### src/shared/monitor_params.svh
`ifndef MONITOR_PARAMS_SVH
`define MONITOR_PARAMS_SVH
`define MON_BAUD_DIV 278
`define MON_ECHO_DELAY_BITS 2
`define MON_BREAK_HIGH_BITS 2
`define MON_CANCEL_BITS 11
`define MON_BREAK_ZEROS 10
`define MON_VEC_RESET_HI 16'hFEFE
`define MON_VEC_RESET_LO 16'hFEFF
`define MON_VEC_SWI_HI 16'hFEFC
`define MON_VEC_SWI_LO 16'hFEFD
`define MON_USER_VEC_PAGE 8'hFF
`define MON_MON_VEC_PAGE 8'hFE
`define MON_SEC_FIRST 16'hFFF6
`define MON_SEC_COUNT 8
`define MON_SEC_FLAG_ADDR 16'h0040
`define MON_SEC_FLAG_BIT 6
`define MON_SP_READ_OFS 16'h0001
`define MON_SP_PCH_OFS 16'h0005
`define MON_SP_PCL_OFS 16'h0006
`define MON_CMD_READ 8'h4A
`define MON_CMD_WRITE 8'h49
`define MON_CMD_INDEXED_READ_CMD 8'h1A
`define MON_CMD_INDEXED_WRITE_CMD 8'h19
`define MON_CMD_STACK_POINTER_READ_CMD 8'h0C
`define MON_CMD_RUN 8'h28
`define MON_INVALID_DATA 8'hAD
`endif

### src/shared/monitor_pkg.sv
package monitor_pkg;
  typedef enum logic [1:0] {
    MODE_USER,
    MODE_NORMAL,
    MODE_FORCED
  } mon_mode_t;
  typedef enum logic [1:0] {
    CLKDIV_1,
    CLKDIV_2,
    CLKDIV_4
  } clk_div_t;
endpackage : monitor_pkg

### src/core/monitor_link.sv
`timescale 1ns/1ps
`default_nettype none
`include "monitor_params.svh"
module monitor_link #(
  parameter int BAUD_DIV = `MON_BAUD_DIV
) (
  // Clock and reset
  input wire logic clk,
  input wire logic rst,
  input wire logic por,
  // Entry pins
  input wire logic ext_reset_n,
  input wire logic irq_high_voltage,
  input wire logic rst_high_voltage,
  input wire logic divisor_select_pin,
  input wire logic reset_vector_blank,
  // Serial link pin
  input wire logic monitor_serial_pin_in,
  output logic monitor_serial_pin_out,
  output logic monitor_serial_pin_oe,
  // Clock and watchdog control
  output logic bus_clk_en,
  output logic [1:0] clk_div_sel,
  output logic watchdog_disable,
  output logic monitor_active,
  output logic extra_reset_req,
  output logic [7:0] vector_page,
  // Security
  output logic security_bypassed,
  output logic [7:0] security_flag_byte,
  output logic flash_read_invalid,
  input wire logic flash_fetch,
  output logic illegal_addr_reset,
  // Memory access
  output logic mem_req,
  output logic mem_we,
  output logic [15:0] mem_addr,
  output logic [7:0] mem_wdata,
  input wire logic [7:0] mem_rdata,
  input wire logic [15:0] stack_pointer,
  output logic cpu_entry_swi,
  output logic cpu_run
);
  typedef enum logic [3:0] {
    S_SEC, S_READY, S_CMD, S_ARG, S_ECHO, S_DATA, S_EXEC, S_CANCEL, S_BRKHI, S_BRKTX
  } st_t;
  // Synchronisers and reset edge capture
  logic [2:0] pin_s_q, rn_s_q, ihv_s_q, rhv_s_q;
  logic pin_f_q, rn_f_q, ihv_f_q, rhv_f_q;
  logic [2:0] pin_s_d, rn_s_d, ihv_s_d, rhv_s_d;
  logic pin_f_d, rn_f_d, ihv_f_d, rhv_f_d;
  monitor_pkg::mon_mode_t mode_q, mode_d;
  monitor_pkg::clk_div_t div_q, div_d;
  logic [1:0] dcnt_q, dcnt_d;
  logic ben_q, ben_d, wd_q, wd_d, xr_q, xr_d, xdone_q, xdone_d;
  // Command engine
  st_t st_q, st_d, ret_q, ret_d;
  logic [3:0] nbytes_q, nbytes_d, need_q, need_d;
  logic [7:0] cmd_q, cmd_d, byte_q, byte_d, tx_q, tx_d;
  logic [15:0] addr_q, addr_d, idx_q, idx_d;
  logic [3:0] bits_q, bits_d;
  logic sec_ok_q, sec_ok_d, sec_done_q, sec_done_d, tx_go_q, tx_go_d, tx_brk_q, tx_brk_d;
  logic mreq_q, mreq_d, mwe_q, mwe_d, run_q, run_d, swi_q, swi_d, ill_q, ill_d;
  logic [7:0] wdat_q, wdat_d;
  logic [15:0] maddr_q, maddr_d;
  logic pull_q, pull_d;
  logic rx_valid, rx_break, tx_busy, bit_tick, uart_pull;
  logic [7:0] rx_data;

  function automatic logic [3:0] cmd_args(input logic [7:0] c);
    unique case (c)
      `MON_CMD_READ: cmd_args = 4'h2;
      `MON_CMD_WRITE: cmd_args = 4'h3;
      `MON_CMD_INDEXED_WRITE_CMD: cmd_args = 4'h1;
      default: cmd_args = 4'h0;
    endcase
  endfunction : cmd_args

  function automatic logic is_read(input logic [7:0] c);
    is_read = (c == `MON_CMD_READ) || (c == `MON_CMD_INDEXED_READ_CMD) || (c == `MON_CMD_STACK_POINTER_READ_CMD);
  endfunction : is_read

  mon_uart #(.DIV(BAUD_DIV)) u_uart (
    .clk(clk),
    .rst(rst),
    .bus_en(ben_q),
    .line_in(pin_f_q),
    .pull_low(uart_pull),
    .rx_valid(rx_valid),
    .rx_data(rx_data),
    .rx_break(rx_break),
    .tx_start(tx_go_q),
    .tx_brk(tx_brk_q),
    .tx_data(tx_q),
    .tx_busy(tx_busy),
    .bit_tick(bit_tick)
  );

  assign monitor_serial_pin_out = 1'b0;
  assign monitor_serial_pin_oe = pull_q;
  assign bus_clk_en = ben_q;
  assign clk_div_sel = div_q;
  assign watchdog_disable = wd_q;
  assign monitor_active = mode_q != monitor_pkg::MODE_USER;
  assign extra_reset_req = xr_q;
  assign vector_page = (mode_q != monitor_pkg::MODE_USER) ? `MON_MON_VEC_PAGE
                                                          : `MON_USER_VEC_PAGE;
  assign security_bypassed = sec_ok_q;
  assign security_flag_byte = {1'b0, sec_ok_q, 6'h00};
  assign flash_read_invalid = !sec_ok_q;
  assign illegal_addr_reset = ill_q;
  assign mem_req = mreq_q;
  assign mem_we = mwe_q;
  assign mem_addr = maddr_q;
  assign mem_wdata = wdat_q;
  assign cpu_entry_swi = swi_q;
  assign cpu_run = run_q;

  // Pin filtering and mode latch
  always_comb begin
    pin_s_d = {pin_s_q[1:0], monitor_serial_pin_in};
    rn_s_d = {rn_s_q[1:0], ext_reset_n};
    ihv_s_d = {ihv_s_q[1:0], irq_high_voltage};
    rhv_s_d = {rhv_s_q[1:0], rst_high_voltage};
    pin_f_d = (pin_s_q[1] == pin_s_q[2]) ? pin_s_q[2] : pin_f_q;
    rn_f_d = (rn_s_q[1] == rn_s_q[2]) ? rn_s_q[2] : rn_f_q;
    ihv_f_d = (ihv_s_q[1] == ihv_s_q[2]) ? ihv_s_q[2] : ihv_f_q;
    rhv_f_d = (rhv_s_q[1] == rhv_s_q[2]) ? rhv_s_q[2] : rhv_f_q;
    mode_d = mode_q;
    div_d = div_q;
    xr_d = 1'b0;
    xdone_d = xdone_q;
    if (!rn_f_q && rn_f_d) begin
      if (ihv_f_q) begin
        mode_d = monitor_pkg::MODE_NORMAL;
        div_d = divisor_select_pin ? monitor_pkg::CLKDIV_4
                                   : monitor_pkg::CLKDIV_2;
      end else if (reset_vector_blank) begin
        mode_d = monitor_pkg::MODE_FORCED;
        div_d = monitor_pkg::CLKDIV_4;
        xr_d = !xdone_q;
        xdone_d = 1'b1;
      end else begin
        mode_d = monitor_pkg::MODE_USER;
        div_d = monitor_pkg::CLKDIV_4;
      end
    end
    unique case (mode_q)
      monitor_pkg::MODE_NORMAL: wd_d = ihv_f_q || rhv_f_q;
      monitor_pkg::MODE_FORCED: wd_d = 1'b1;
      default: wd_d = 1'b0;
    endcase
    dcnt_d = dcnt_q + 2'h1;
    unique case (div_q)
      monitor_pkg::CLKDIV_2: ben_d = dcnt_q[0];
      monitor_pkg::CLKDIV_4: ben_d = dcnt_q == 2'h3;
      default: ben_d = 1'b1;
    endcase
  end

  always_ff @(posedge clk) begin
    if (rst) begin
      pin_s_q <= 3'h7;
      rn_s_q <= 3'h0;
      ihv_s_q <= 3'h0;
      rhv_s_q <= 3'h0;
      pin_f_q <= 1'b1;
      rn_f_q <= 1'b0;
      ihv_f_q <= 1'b0;
      rhv_f_q <= 1'b0;
      mode_q <= monitor_pkg::MODE_USER;
      div_q <= monitor_pkg::CLKDIV_4;
      dcnt_q <= 2'h0;
      ben_q <= 1'b0;
      wd_q <= 1'b0;
      xr_q <= 1'b0;
      xdone_q <= 1'b0;
    end else begin
      pin_s_q <= pin_s_d;
      rn_s_q <= rn_s_d;
      ihv_s_q <= ihv_s_d;
      rhv_s_q <= rhv_s_d;
      pin_f_q <= pin_f_d;
      rn_f_q <= rn_f_d;
      ihv_f_q <= ihv_f_d;
      rhv_f_q <= rhv_f_d;
      mode_q <= mode_d;
      div_q <= div_d;
      dcnt_q <= dcnt_d;
      ben_q <= ben_d;
      wd_q <= wd_d;
      xr_q <= xr_d;
      xdone_q <= xdone_d;
    end
  end

  // Command engine
  always_comb begin
    st_d = st_q;
    ret_d = ret_q;
    nbytes_d = nbytes_q;
    need_d = need_q;
    cmd_d = cmd_q;
    byte_d = byte_q;
    tx_d = tx_q;
    addr_d = addr_q;
    idx_d = idx_q;
    bits_d = bits_q;
    sec_ok_d = sec_ok_q;
    sec_done_d = sec_done_q;
    tx_go_d = 1'b0;
    tx_brk_d = tx_brk_q;
    mreq_d = 1'b0;
    mwe_d = 1'b0;
    maddr_d = maddr_q;
    wdat_d = wdat_q;
    run_d = 1'b0;
    swi_d = 1'b0;
    ill_d = 1'b0;
    pull_d = uart_pull;
    if (flash_fetch && !sec_ok_q && mode_q != monitor_pkg::MODE_USER) begin
      ill_d = 1'b1;
    end
    if (bit_tick && bits_q != 4'h0) begin
      bits_d = bits_q - 4'h1;
    end
    unique case (st_q)
      S_SEC: begin
        if (sec_done_q || mode_q == monitor_pkg::MODE_USER) begin
          if (sec_done_q && mode_q != monitor_pkg::MODE_USER) begin
            st_d = S_READY;
          end
        end else if (rx_valid) begin
          maddr_d = `MON_SEC_FIRST + {12'h000, nbytes_q};
          mreq_d = 1'b1;
          byte_d = rx_data;
          st_d = S_EXEC;
          ret_d = S_SEC;
        end
      end
      S_READY: begin
        if (tx_busy || tx_go_q) begin
          bits_d = 4'(`MON_ECHO_DELAY_BITS);
        end else if (bits_q == 4'h0) begin
          tx_brk_d = 1'b1;
          tx_go_d = 1'b1;
          swi_d = 1'b1;
          st_d = S_CMD;
        end
      end
      S_CMD: begin
        tx_brk_d = 1'b0;
        nbytes_d = 4'h0;
        if (rx_break) begin
          bits_d = 4'(`MON_BREAK_HIGH_BITS);
          st_d = S_BRKHI;
        end else if (rx_valid) begin
          cmd_d = rx_data;
          need_d = cmd_args(rx_data);
          tx_d = rx_data;
          bits_d = 4'(`MON_ECHO_DELAY_BITS);
          ret_d = (cmd_args(rx_data) == 4'h0) ? S_CANCEL : S_ARG;
          st_d = S_ECHO;
        end
      end
      S_ARG: begin
        if (rx_break) begin
          bits_d = 4'(`MON_BREAK_HIGH_BITS);
          st_d = S_BRKHI;
        end else if (rx_valid) begin
          nbytes_d = nbytes_q + 4'h1;
          tx_d = rx_data;
          if (cmd_q == `MON_CMD_INDEXED_WRITE_CMD || nbytes_q == 4'h2) begin
            wdat_d = rx_data;
          end else begin
            addr_d = {addr_q[7:0], rx_data};
          end
          bits_d = 4'(`MON_ECHO_DELAY_BITS);
          ret_d = (nbytes_q + 4'h1 == need_q) ? S_CANCEL : S_ARG;
          st_d = S_ECHO;
        end
      end
      S_ECHO: begin
        if (tx_busy || tx_go_q) begin
          bits_d = 4'(`MON_ECHO_DELAY_BITS);
        end else if (bits_q == 4'h0) begin
          tx_go_d = 1'b1;
          st_d = ret_q;
          if (ret_q == S_CANCEL) begin
            bits_d = 4'(`MON_CANCEL_BITS);
          end
        end
      end
      S_CANCEL: begin
        if (rx_break) begin
          bits_d = 4'(`MON_BREAK_HIGH_BITS);
          st_d = S_BRKHI;
        end else if (tx_busy || tx_go_q) begin
          bits_d = 4'(`MON_CANCEL_BITS);
        end else if (bits_q == 4'h0) begin
          st_d = S_CMD;
          unique case (cmd_q)
            `MON_CMD_READ, `MON_CMD_INDEXED_READ_CMD: maddr_d = (cmd_q == `MON_CMD_INDEXED_READ_CMD) ? idx_q : addr_q;
            `MON_CMD_STACK_POINTER_READ_CMD: maddr_d = stack_pointer + `MON_SP_READ_OFS;
            `MON_CMD_WRITE: maddr_d = addr_q;
            `MON_CMD_INDEXED_WRITE_CMD: maddr_d = idx_q;
            default: maddr_d = maddr_q;
          endcase
          if (cmd_q == `MON_CMD_RUN) begin
            run_d = 1'b1;
          end else if (cmd_q == `MON_CMD_STACK_POINTER_READ_CMD) begin
            tx_d = maddr_d[15:8];
            bits_d = 4'(`MON_ECHO_DELAY_BITS);
            ret_d = S_DATA;
            st_d = S_ECHO;
          end else if (cmd_q == `MON_CMD_WRITE || cmd_q == `MON_CMD_INDEXED_WRITE_CMD) begin
            mreq_d = 1'b1;
            mwe_d = 1'b1;
            idx_d = maddr_d + 16'h0001;
          end else if (is_read(cmd_q)) begin
            mreq_d = 1'b1;
            idx_d = maddr_d + 16'h0001;
            ret_d = S_DATA;
            st_d = S_EXEC;
          end
        end
      end
      S_EXEC: begin
        if (ret_q == S_SEC) begin
          if (mem_rdata != byte_q) begin
            sec_ok_d = 1'b0;
          end
          nbytes_d = nbytes_q + 4'h1;
          if (nbytes_q == 4'h0) begin
            sec_ok_d = mem_rdata == byte_q;
          end
          tx_d = byte_q;
          bits_d = 4'(`MON_ECHO_DELAY_BITS);
          st_d = S_ECHO;
          if (nbytes_q == 4'(`MON_SEC_COUNT - 1)) begin
            sec_done_d = 1'b1;
          end
        end else begin
          tx_d = (!sec_ok_q && maddr_q[15]) ? `MON_INVALID_DATA : mem_rdata;
          bits_d = 4'(`MON_ECHO_DELAY_BITS);
          st_d = S_ECHO;
        end
      end
      S_DATA: begin
        st_d = S_CMD;
        if (cmd_q == `MON_CMD_STACK_POINTER_READ_CMD && tx_q == maddr_q[15:8]) begin
          tx_d = maddr_q[7:0];
          bits_d = 4'h0;
          ret_d = S_CMD;
          st_d = S_ECHO;
        end
      end
      S_BRKHI: begin
        pull_d = 1'b0;
        if (bits_q == 4'h0) begin
          tx_brk_d = 1'b1;
          tx_go_d = 1'b1;
          st_d = S_BRKTX;
        end
      end
      S_BRKTX: begin
        if (tx_busy) begin
          tx_brk_d = 1'b0;
          st_d = S_CMD;
        end
      end
      default: st_d = S_CMD;
    endcase
  end

  always_ff @(posedge clk) begin
    if (rst) begin
      st_q <= S_SEC;
      ret_q <= S_SEC;
      nbytes_q <= 4'h0;
      need_q <= 4'h0;
      cmd_q <= 8'h00;
      byte_q <= 8'h00;
      tx_q <= 8'h00;
      addr_q <= 16'h0000;
      idx_q <= 16'h0000;
      bits_q <= 4'h0;
      tx_go_q <= 1'b0;
      tx_brk_q <= 1'b0;
      mreq_q <= 1'b0;
      mwe_q <= 1'b0;
      maddr_q <= 16'h0000;
      wdat_q <= 8'h00;
      run_q <= 1'b0;
      swi_q <= 1'b0;
      ill_q <= 1'b0;
      pull_q <= 1'b0;
    end else begin
      st_q <= st_d;
      ret_q <= ret_d;
      nbytes_q <= nbytes_d;
      need_q <= need_d;
      cmd_q <= cmd_d;
      byte_q <= byte_d;
      tx_q <= tx_d;
      addr_q <= addr_d;
      idx_q <= idx_d;
      bits_q <= bits_d;
      tx_go_q <= tx_go_d;
      tx_brk_q <= tx_brk_d;
      mreq_q <= mreq_d;
      mwe_q <= mwe_d;
      maddr_q <= maddr_d;
      wdat_q <= wdat_d;
      run_q <= run_d;
      swi_q <= swi_d;
      ill_q <= ill_d;
      pull_q <= pull_d;
    end
  end

  // Security state survives non power-on resets
  always_ff @(posedge clk) begin
    if (por) begin
      sec_ok_q <= 1'b0;
      sec_done_q <= 1'b0;
    end else begin
      sec_ok_q <= sec_ok_d;
      sec_done_q <= sec_done_d;
    end
  end
endmodule : monitor_link
`default_nettype wire

### src/core/mon_uart.sv
`timescale 1ns/1ps
`default_nettype none
module mon_uart #(
  parameter int DIV = 278
) (
  // Clock and reset
  input wire logic clk,
  input wire logic rst,
  input wire logic bus_en,
  // Filtered line level
  input wire logic line_in,
  // Pull-low request
  output logic pull_low,
  // Receive side
  output logic rx_valid,
  output logic [7:0] rx_data,
  output logic rx_break,
  // Transmit side
  input wire logic tx_start,
  input wire logic tx_brk,
  input wire logic [7:0] tx_data,
  output logic tx_busy,
  output logic bit_tick
);
  typedef enum logic [1:0] {R_IDLE, R_START, R_DATA, R_STOP} rx_st_t;
  logic [8:0] bcnt_q, bcnt_d;
  logic [8:0] rcnt_q, rcnt_d;
  rx_st_t rst_q, rst_d;
  logic [3:0] ridx_q, ridx_d;
  logic [8:0] rsh_q, rsh_d;
  logic rv_q, rv_d, rb_q, rb_d;
  logic [3:0] tidx_q, tidx_d;
  logic [9:0] tsh_q, tsh_d;
  logic tb_q, tb_d;
  logic tick;

  assign tick = bus_en && (bcnt_q == 9'(DIV - 1));
  assign pull_low = tb_q && !tsh_q[0];
  assign rx_valid = rv_q;
  assign rx_break = rb_q;
  assign rx_data = rsh_q[7:0];
  assign tx_busy = tb_q;
  assign bit_tick = tick;

  always_comb begin
    bcnt_d = bcnt_q;
    if (bus_en) begin
      bcnt_d = tick ? 9'h000 : bcnt_q + 9'h001;
    end
    rcnt_d = rcnt_q;
    rst_d = rst_q;
    ridx_d = ridx_q;
    rsh_d = rsh_q;
    rv_d = 1'b0;
    rb_d = 1'b0;
    if (bus_en) begin
      rcnt_d = rcnt_q + 9'h001;
      unique case (rst_q)
        R_IDLE: begin
          rcnt_d = 9'h000;
          if (!line_in && !tb_q) begin
            rst_d = R_START;
          end
        end
        R_START: begin
          if (rcnt_q == 9'(DIV / 2)) begin
            rcnt_d = 9'h000;
            rst_d = line_in ? R_IDLE : R_DATA;
            ridx_d = 4'h0;
          end
        end
        R_DATA: begin
          if (rcnt_q == 9'(DIV - 1)) begin
            rcnt_d = 9'h000;
            rsh_d = {line_in, rsh_q[8:1]};
            ridx_d = ridx_q + 4'h1;
            if (ridx_q == 4'h8) begin
              rst_d = R_IDLE;
              if (rsh_q[8:1] == 8'h00 && !line_in) begin
                rb_d = 1'b1;
              end else begin
                rv_d = 1'b1;
              end
              rst_d = R_STOP;
            end
          end
        end
        R_STOP: begin
          if (line_in) begin
            rst_d = R_IDLE;
          end
        end
        default: rst_d = R_IDLE;
      endcase
    end
    tidx_d = tidx_q;
    tsh_d = tsh_q;
    tb_d = tb_q;
    if (!tb_q && tx_start) begin
      tb_d = 1'b1;
      tidx_d = 4'h0;
      tsh_d = tx_brk ? 10'h000 : {1'b1, tx_data, 1'b0};
    end else if (tb_q && tick) begin
      tsh_d = {1'b1, tsh_q[9:1]};
      tidx_d = tidx_q + 4'h1;
      if (tidx_q == 4'h9) begin
        tb_d = 1'b0;
      end
    end
    // Bit timer realigned to each received frame and each transmit start
    if (rv_d || rb_d || (!tb_q && tx_start)) begin
      bcnt_d = 9'h000;
    end
  end

  always_ff @(posedge clk) begin
    if (rst) begin
      bcnt_q <= 9'h000;
      rcnt_q <= 9'h000;
      rst_q <= R_IDLE;
      ridx_q <= 4'h0;
      rsh_q <= 9'h1FF;
      rv_q <= 1'b0;
      rb_q <= 1'b0;
      tidx_q <= 4'h0;
      tsh_q <= 10'h3FF;
      tb_q <= 1'b0;
    end else begin
      bcnt_q <= bcnt_d;
      rcnt_q <= rcnt_d;
      rst_q <= rst_d;
      ridx_q <= ridx_d;
      rsh_q <= rsh_d;
      rv_q <= rv_d;
      rb_q <= rb_d;
      tidx_q <= tidx_d;
      tsh_q <= tsh_d;
      tb_q <= tb_d;
    end
  end
endmodule : mon_uart
`default_nettype wire

### config.mk
export PLATFORM = sky130hd
export DESIGN_NAME = monitor_link
export DESIGN_NICKNAME = d
export VERILOG_FILES = /design/src/shared/monitor_pkg.sv /design/src/core/monitor_link.sv /design/src/core/mon_uart.sv
export VERILOG_INCLUDE_DIRS = /design/src /design/src/shared
export SDC_FILE = /design/constraint.sdc
export NUM_CORES = 1
export LEC_CHECK = 0
export BUFFER_PORTS_ARGS = -buffer_cell sky130_fd_sc_hd__buf_2
export CAP_MARGIN = 20
export CORE_MARGIN = 2
export CORE_UTILIZATION = 53
export DETAILED_ROUTE_END_ITERATION = 10
export PLACE_DENSITY = 0.68
export SYNTH_ARGS = -nofsm -noshare
export SYNTH_HDL_FRONTEND = slang
export SYNTH_SLANG_ARGS = --single-unit
### constraint.sdc
create_clock -name clk -period 3.6 [get_ports clk]
set_input_delay 0.18 -clock clk [delete_from_list [all_inputs] [get_ports clk]]
set_output_delay 0.18 -clock clk [all_outputs]
set_load 0.02 [all_outputs]
==> impl_metrics.csv <==
group,metric,value,unit
outcome,run_status,"finished, final reports clean",
synthesis,synth_area,9710,um^2
cells_and_area,nets,1286,
worst_setup_path,max_stage_delay,0.56,ns
cts,clk_path_buf_depth,2,
cts,htreeDepth,4,
pwr,combPwrFrac,13.2,%
worst_setup_path,crit_path_end_kind,"flop",
pwr,swShare,29.9,%
sta,layout_setup_ws,0.357,ns
sta,post-route-min-period,3.24,ns
pwr,p_leak,4.36,nW
worst_hold_path,worstHoldPathCells,4,
place,preCtsSetupSlack,0.437,ns
pwr,p_clk_share,41.1,%
cells_and_area,finalCoreUtilization,60.5,%
global_routing,grt_use_total,28.1,%
floorplan,die_h,139,um
worst_setup_path,rr_endpoint,"idx_q[12]",
sta,clock_skew,0.0155,ns
pwr,vdd_drop_max,0.442,mV
sta,fmax,308,MHz
place,place_congestion,1.02,
global_routing,first_global_vias,8014,
worst_setup_path,rrSetupSlack,0.36,ns
worst_setup_path,r2r-start,"cmd_q[4]",
cts,clk_pin_slew_worst_paths,0.07,ns
cts,insertion_delay,0.45,ns
synthesis,synth.top_cell.area_share,37.7,%
worst_setup_path,path_delay_family,"simple AND/OR/NAND/NOR gates",
worst_setup_path,crit_chain,"nor4_2, nand2_2, nand2_2, mux2i_1, inv_1, ha_1, or3b_2, nor4_1, xor2_1, a211oi_1",
synthesis,ys_ff_latch,183,
cts,cts_sinks,183,
place,dp.cells,1425,
sta,worst_slew_pin_slew,0.839,ns
worst_setup_path,cp_num_buf_inv,1,
synthesis,seq_area_frac_synth,37.7,%
route,ant_nets,0,
route,vias,8739,
pwr,p_sw,1.41,mW
worst_setup_path,cp.arrival,3.60,ns
route,vias_per_cell,5.97,
job,drv_cap,0,
route,wire_per_inst,18.8,um
synthesis,synthArstFlopShare,0,%
floorplan,start_util,54.0,%
sta,finalCritPeriodShare,90.1,%
sta,maxSlewViolCount,0,
synthesis,synth_flop_cell,"dfxtp_1",
worst_setup_path,cp.required,3.96,ns
route,drt_iter0_drc,881,
synthesis,yosys-top-cells-count,"189 x nor2_1, 183 x dfxtp_1, 76 x nand2_1",
global_routing,grt_pass1_wl,43.3,mm
cts,clockRootBuffer,"clkbuf_16",
worst_hold_path,hp-start,"divisor_select_pin",
worst_setup_path,crit_slowest_cell,"or3b_2",
global_routing,grt.overflow.total,0,
pwr,p_seq_share,45.7,%
synthesis,synth-edff-count,0,
floorplan,std_cell_rows,49,
sta,finalHoldViolCount,0,
worst_hold_path,min_to,"clk_div_sel[0]",
cells_and_area,finish.cell_count_without_fillers,1464,
route,drcViolationCount,0,
floorplan,die-area,19400,um^2
floorplan,num_io_pins,89,
cts,cts_setup_buffers,0,
worst_setup_path,start_kind,"flop",
pwr,intPower,3.31,mW
floorplan,design.core.area,18000,um^2
cells_and_area,layout-drive-gt1-share,12.4,%
worst_setup_path,reg2reg_depth,10,
sta,setup_violations,0,
worst_setup_path,cp_max_fo,17,
synthesis,synth_area_leaders,"dfxtp_1 38%, nor2_1 7.3%, mux2i_1 6.2%, xor2_1 4.1%, ha_1 4.0%",
worst_hold_path,hold_class,"input port to flop",
cts,numCtsBuffers,17,
synthesis,yosys_warnings,0,
cts,cts_resized,0,
sta,setup_tns,0,ns
worst_setup_path,crit_top_cell,"nand2_2",
cts,cts_tree,"yes",
global_routing,grt_max_degree,78,
sta,rsz0062_at_grt,"false",
worst_setup_path,worst-setup-path-type,"flop to flop",
worst_setup_path,cp.depth,10,
pwr,p_total,4.72,mW
cells_and_area,area_growth,12.0,%
place,io_buffers,73,
synthesis,synth_cell_types,78,
floorplan,die_w,139,um
global_routing,antenna_found_initial,2,
synthesis,syn-mean-instance-area,8.26,um^2
synthesis,synthCells,1175,
pwr,power_density,434,nW/um^2
place,dp_hpwl,20.0,mm
sta,relSlewSlack,44.1,%
synthesis,yosysTopAreaCell,"dfxtp_1",
route,dr.pass1.iters,6,
synthesis,yosysMostFrequentCell,"nor2_1",
route,wl,27.5,mm
cts,cts_hold_buf,6,
==> state kept, by name, summed over array words and instances (netlist names), 4 cells and up, named ones only <==
register       count
st_q               4
mem_wdata          8
u_uart.tidx_q      4
byte_q             8
nbytes_q           4
u_uart.rsh_q       9
u_uart.rcnt_q      9
u_uart.tsh_q      10
u_uart.bcnt_q      9
idx_q             16
u_uart.ridx_q      4
mem_addr          16
cmd_q              8
addr_q            16
bits_q             4
tx_q               8
==> power by group through the flow <==
stage / Combinational [mW] / Sequential, mW / Clock [mW]
2_1_floorplan: 0.455 / 2.18 / 0
3_3_place_gp: 0.595 / 2.20 / 0
3_5_place_dp: 0.602 / 2.20 / 0
4_1_cts: 0.613 / 2.15 / 1.97
5_1_grt: 0.690 / 2.16 / 2.05
6_report: 0.622 / 2.16 / 1.94
==> cells by family after synthesis <==
group,synth area share [%]
adder cells (fa/ha/maj),4.00
other,0.0774
multiplexers,6.30
buffers and inverters,5.68
flip-flops,37.7
AND/OR/NAND/NOR,23.2
XOR/XNOR,5.76
AO/OA/AOI/OAI,17.2
==> per-layer routing <==
layer  up-vias  track usage (%)  wire, um
met2       358             43.1     12000
met1      4100             39.2     12400
met5         -                0         0
met3        53             6.19      2350
met4         0             9.84       758
li1       4228                -         -
==> cell usage in the layout (no fill, tap or decap), drive strengths merged, types with 4 or more instances in the layout <==
cell type / Yosys / routed
a211o: 13 / 13
a211oi: 20 / 20
a21oi: 60 / 60
a221o: 4 / 4
a221oi: 7 / 7
a22o: 7 / 7
a22oi: 15 / 15
a31oi: 13 / 13
and2: 16 / 16
buf: 30 / 99
clkbuf: 61 / 17
clkinv: 0 / 7
conb: 2 / 15
dfxtp: 183 / 183
dlygate4sd3: 0 / 6
ha: 31 / 31
inv: 34 / 41
mux2i: 60 / 60
nand2: 78 / 78
nand2b: 8 / 8
nand3: 26 / 26
nand3b: 10 / 10
nand4: 14 / 14
nand4b: 10 / 10
nor2: 189 / 189
nor2b: 16 / 16
nor3: 36 / 36
nor3b: 7 / 7
nor4: 18 / 18
nor4b: 6 / 6
o21a: 4 / 4
o21ai: 48 / 48
o21bai: 6 / 6
o221ai: 6 / 6
o22ai: 12 / 12
o31ai: 5 / 5
or2: 11 / 11
or3: 5 / 5
xnor2: 17 / 17
xor2: 46 / 46
==> worst min-delay path, delay by kind of cell <==
kind                   cells  cell delay (ns)
AOI/OAI and AO/OA          1             0.11
buffers and inverters      1             0.08
and+or+nand+nor            2             0.08
==> area by class of cell <==
class                   instances  area, um^2
diodes                          1        2.50
clock buffers                  17         425
clock inverters                15         200
fillers                      1658        7090
inverters                      34         128
multi-input cells             880        5550
flip-flops and latches        183        3660
well taps                     229         287
repair buffers                105         623
==> per-stage QoR <==
step / hold slack (ns) / instance area [um^2]
final: 0.0574 / 10900
after detailed placement: 0.372 / 10200
after global routing: 0.109 / 10900
after CTS: 0.0459 / 10900
after floorplan: 0.252 / 9760
after global placement: 0.369 / 10200
==> how the worst max path moves through the flow <==
stage                           end  slack, ns     start
final                     idx_q[12]       0.36  cmd_q[4]
after global routing      idx_q[12]       0.17  cmd_q[4]
after CTS                 idx_q[12]       0.44  cmd_q[4]
after detailed placement  idx_q[12]       0.44  cmd_q[4]
after global placement    idx_q[12]       0.57  cmd_q[4]
after floorplan           idx_q[12]       0.96  cmd_q[4]
No activity file was read; power rests on OpenSTA's default activity.
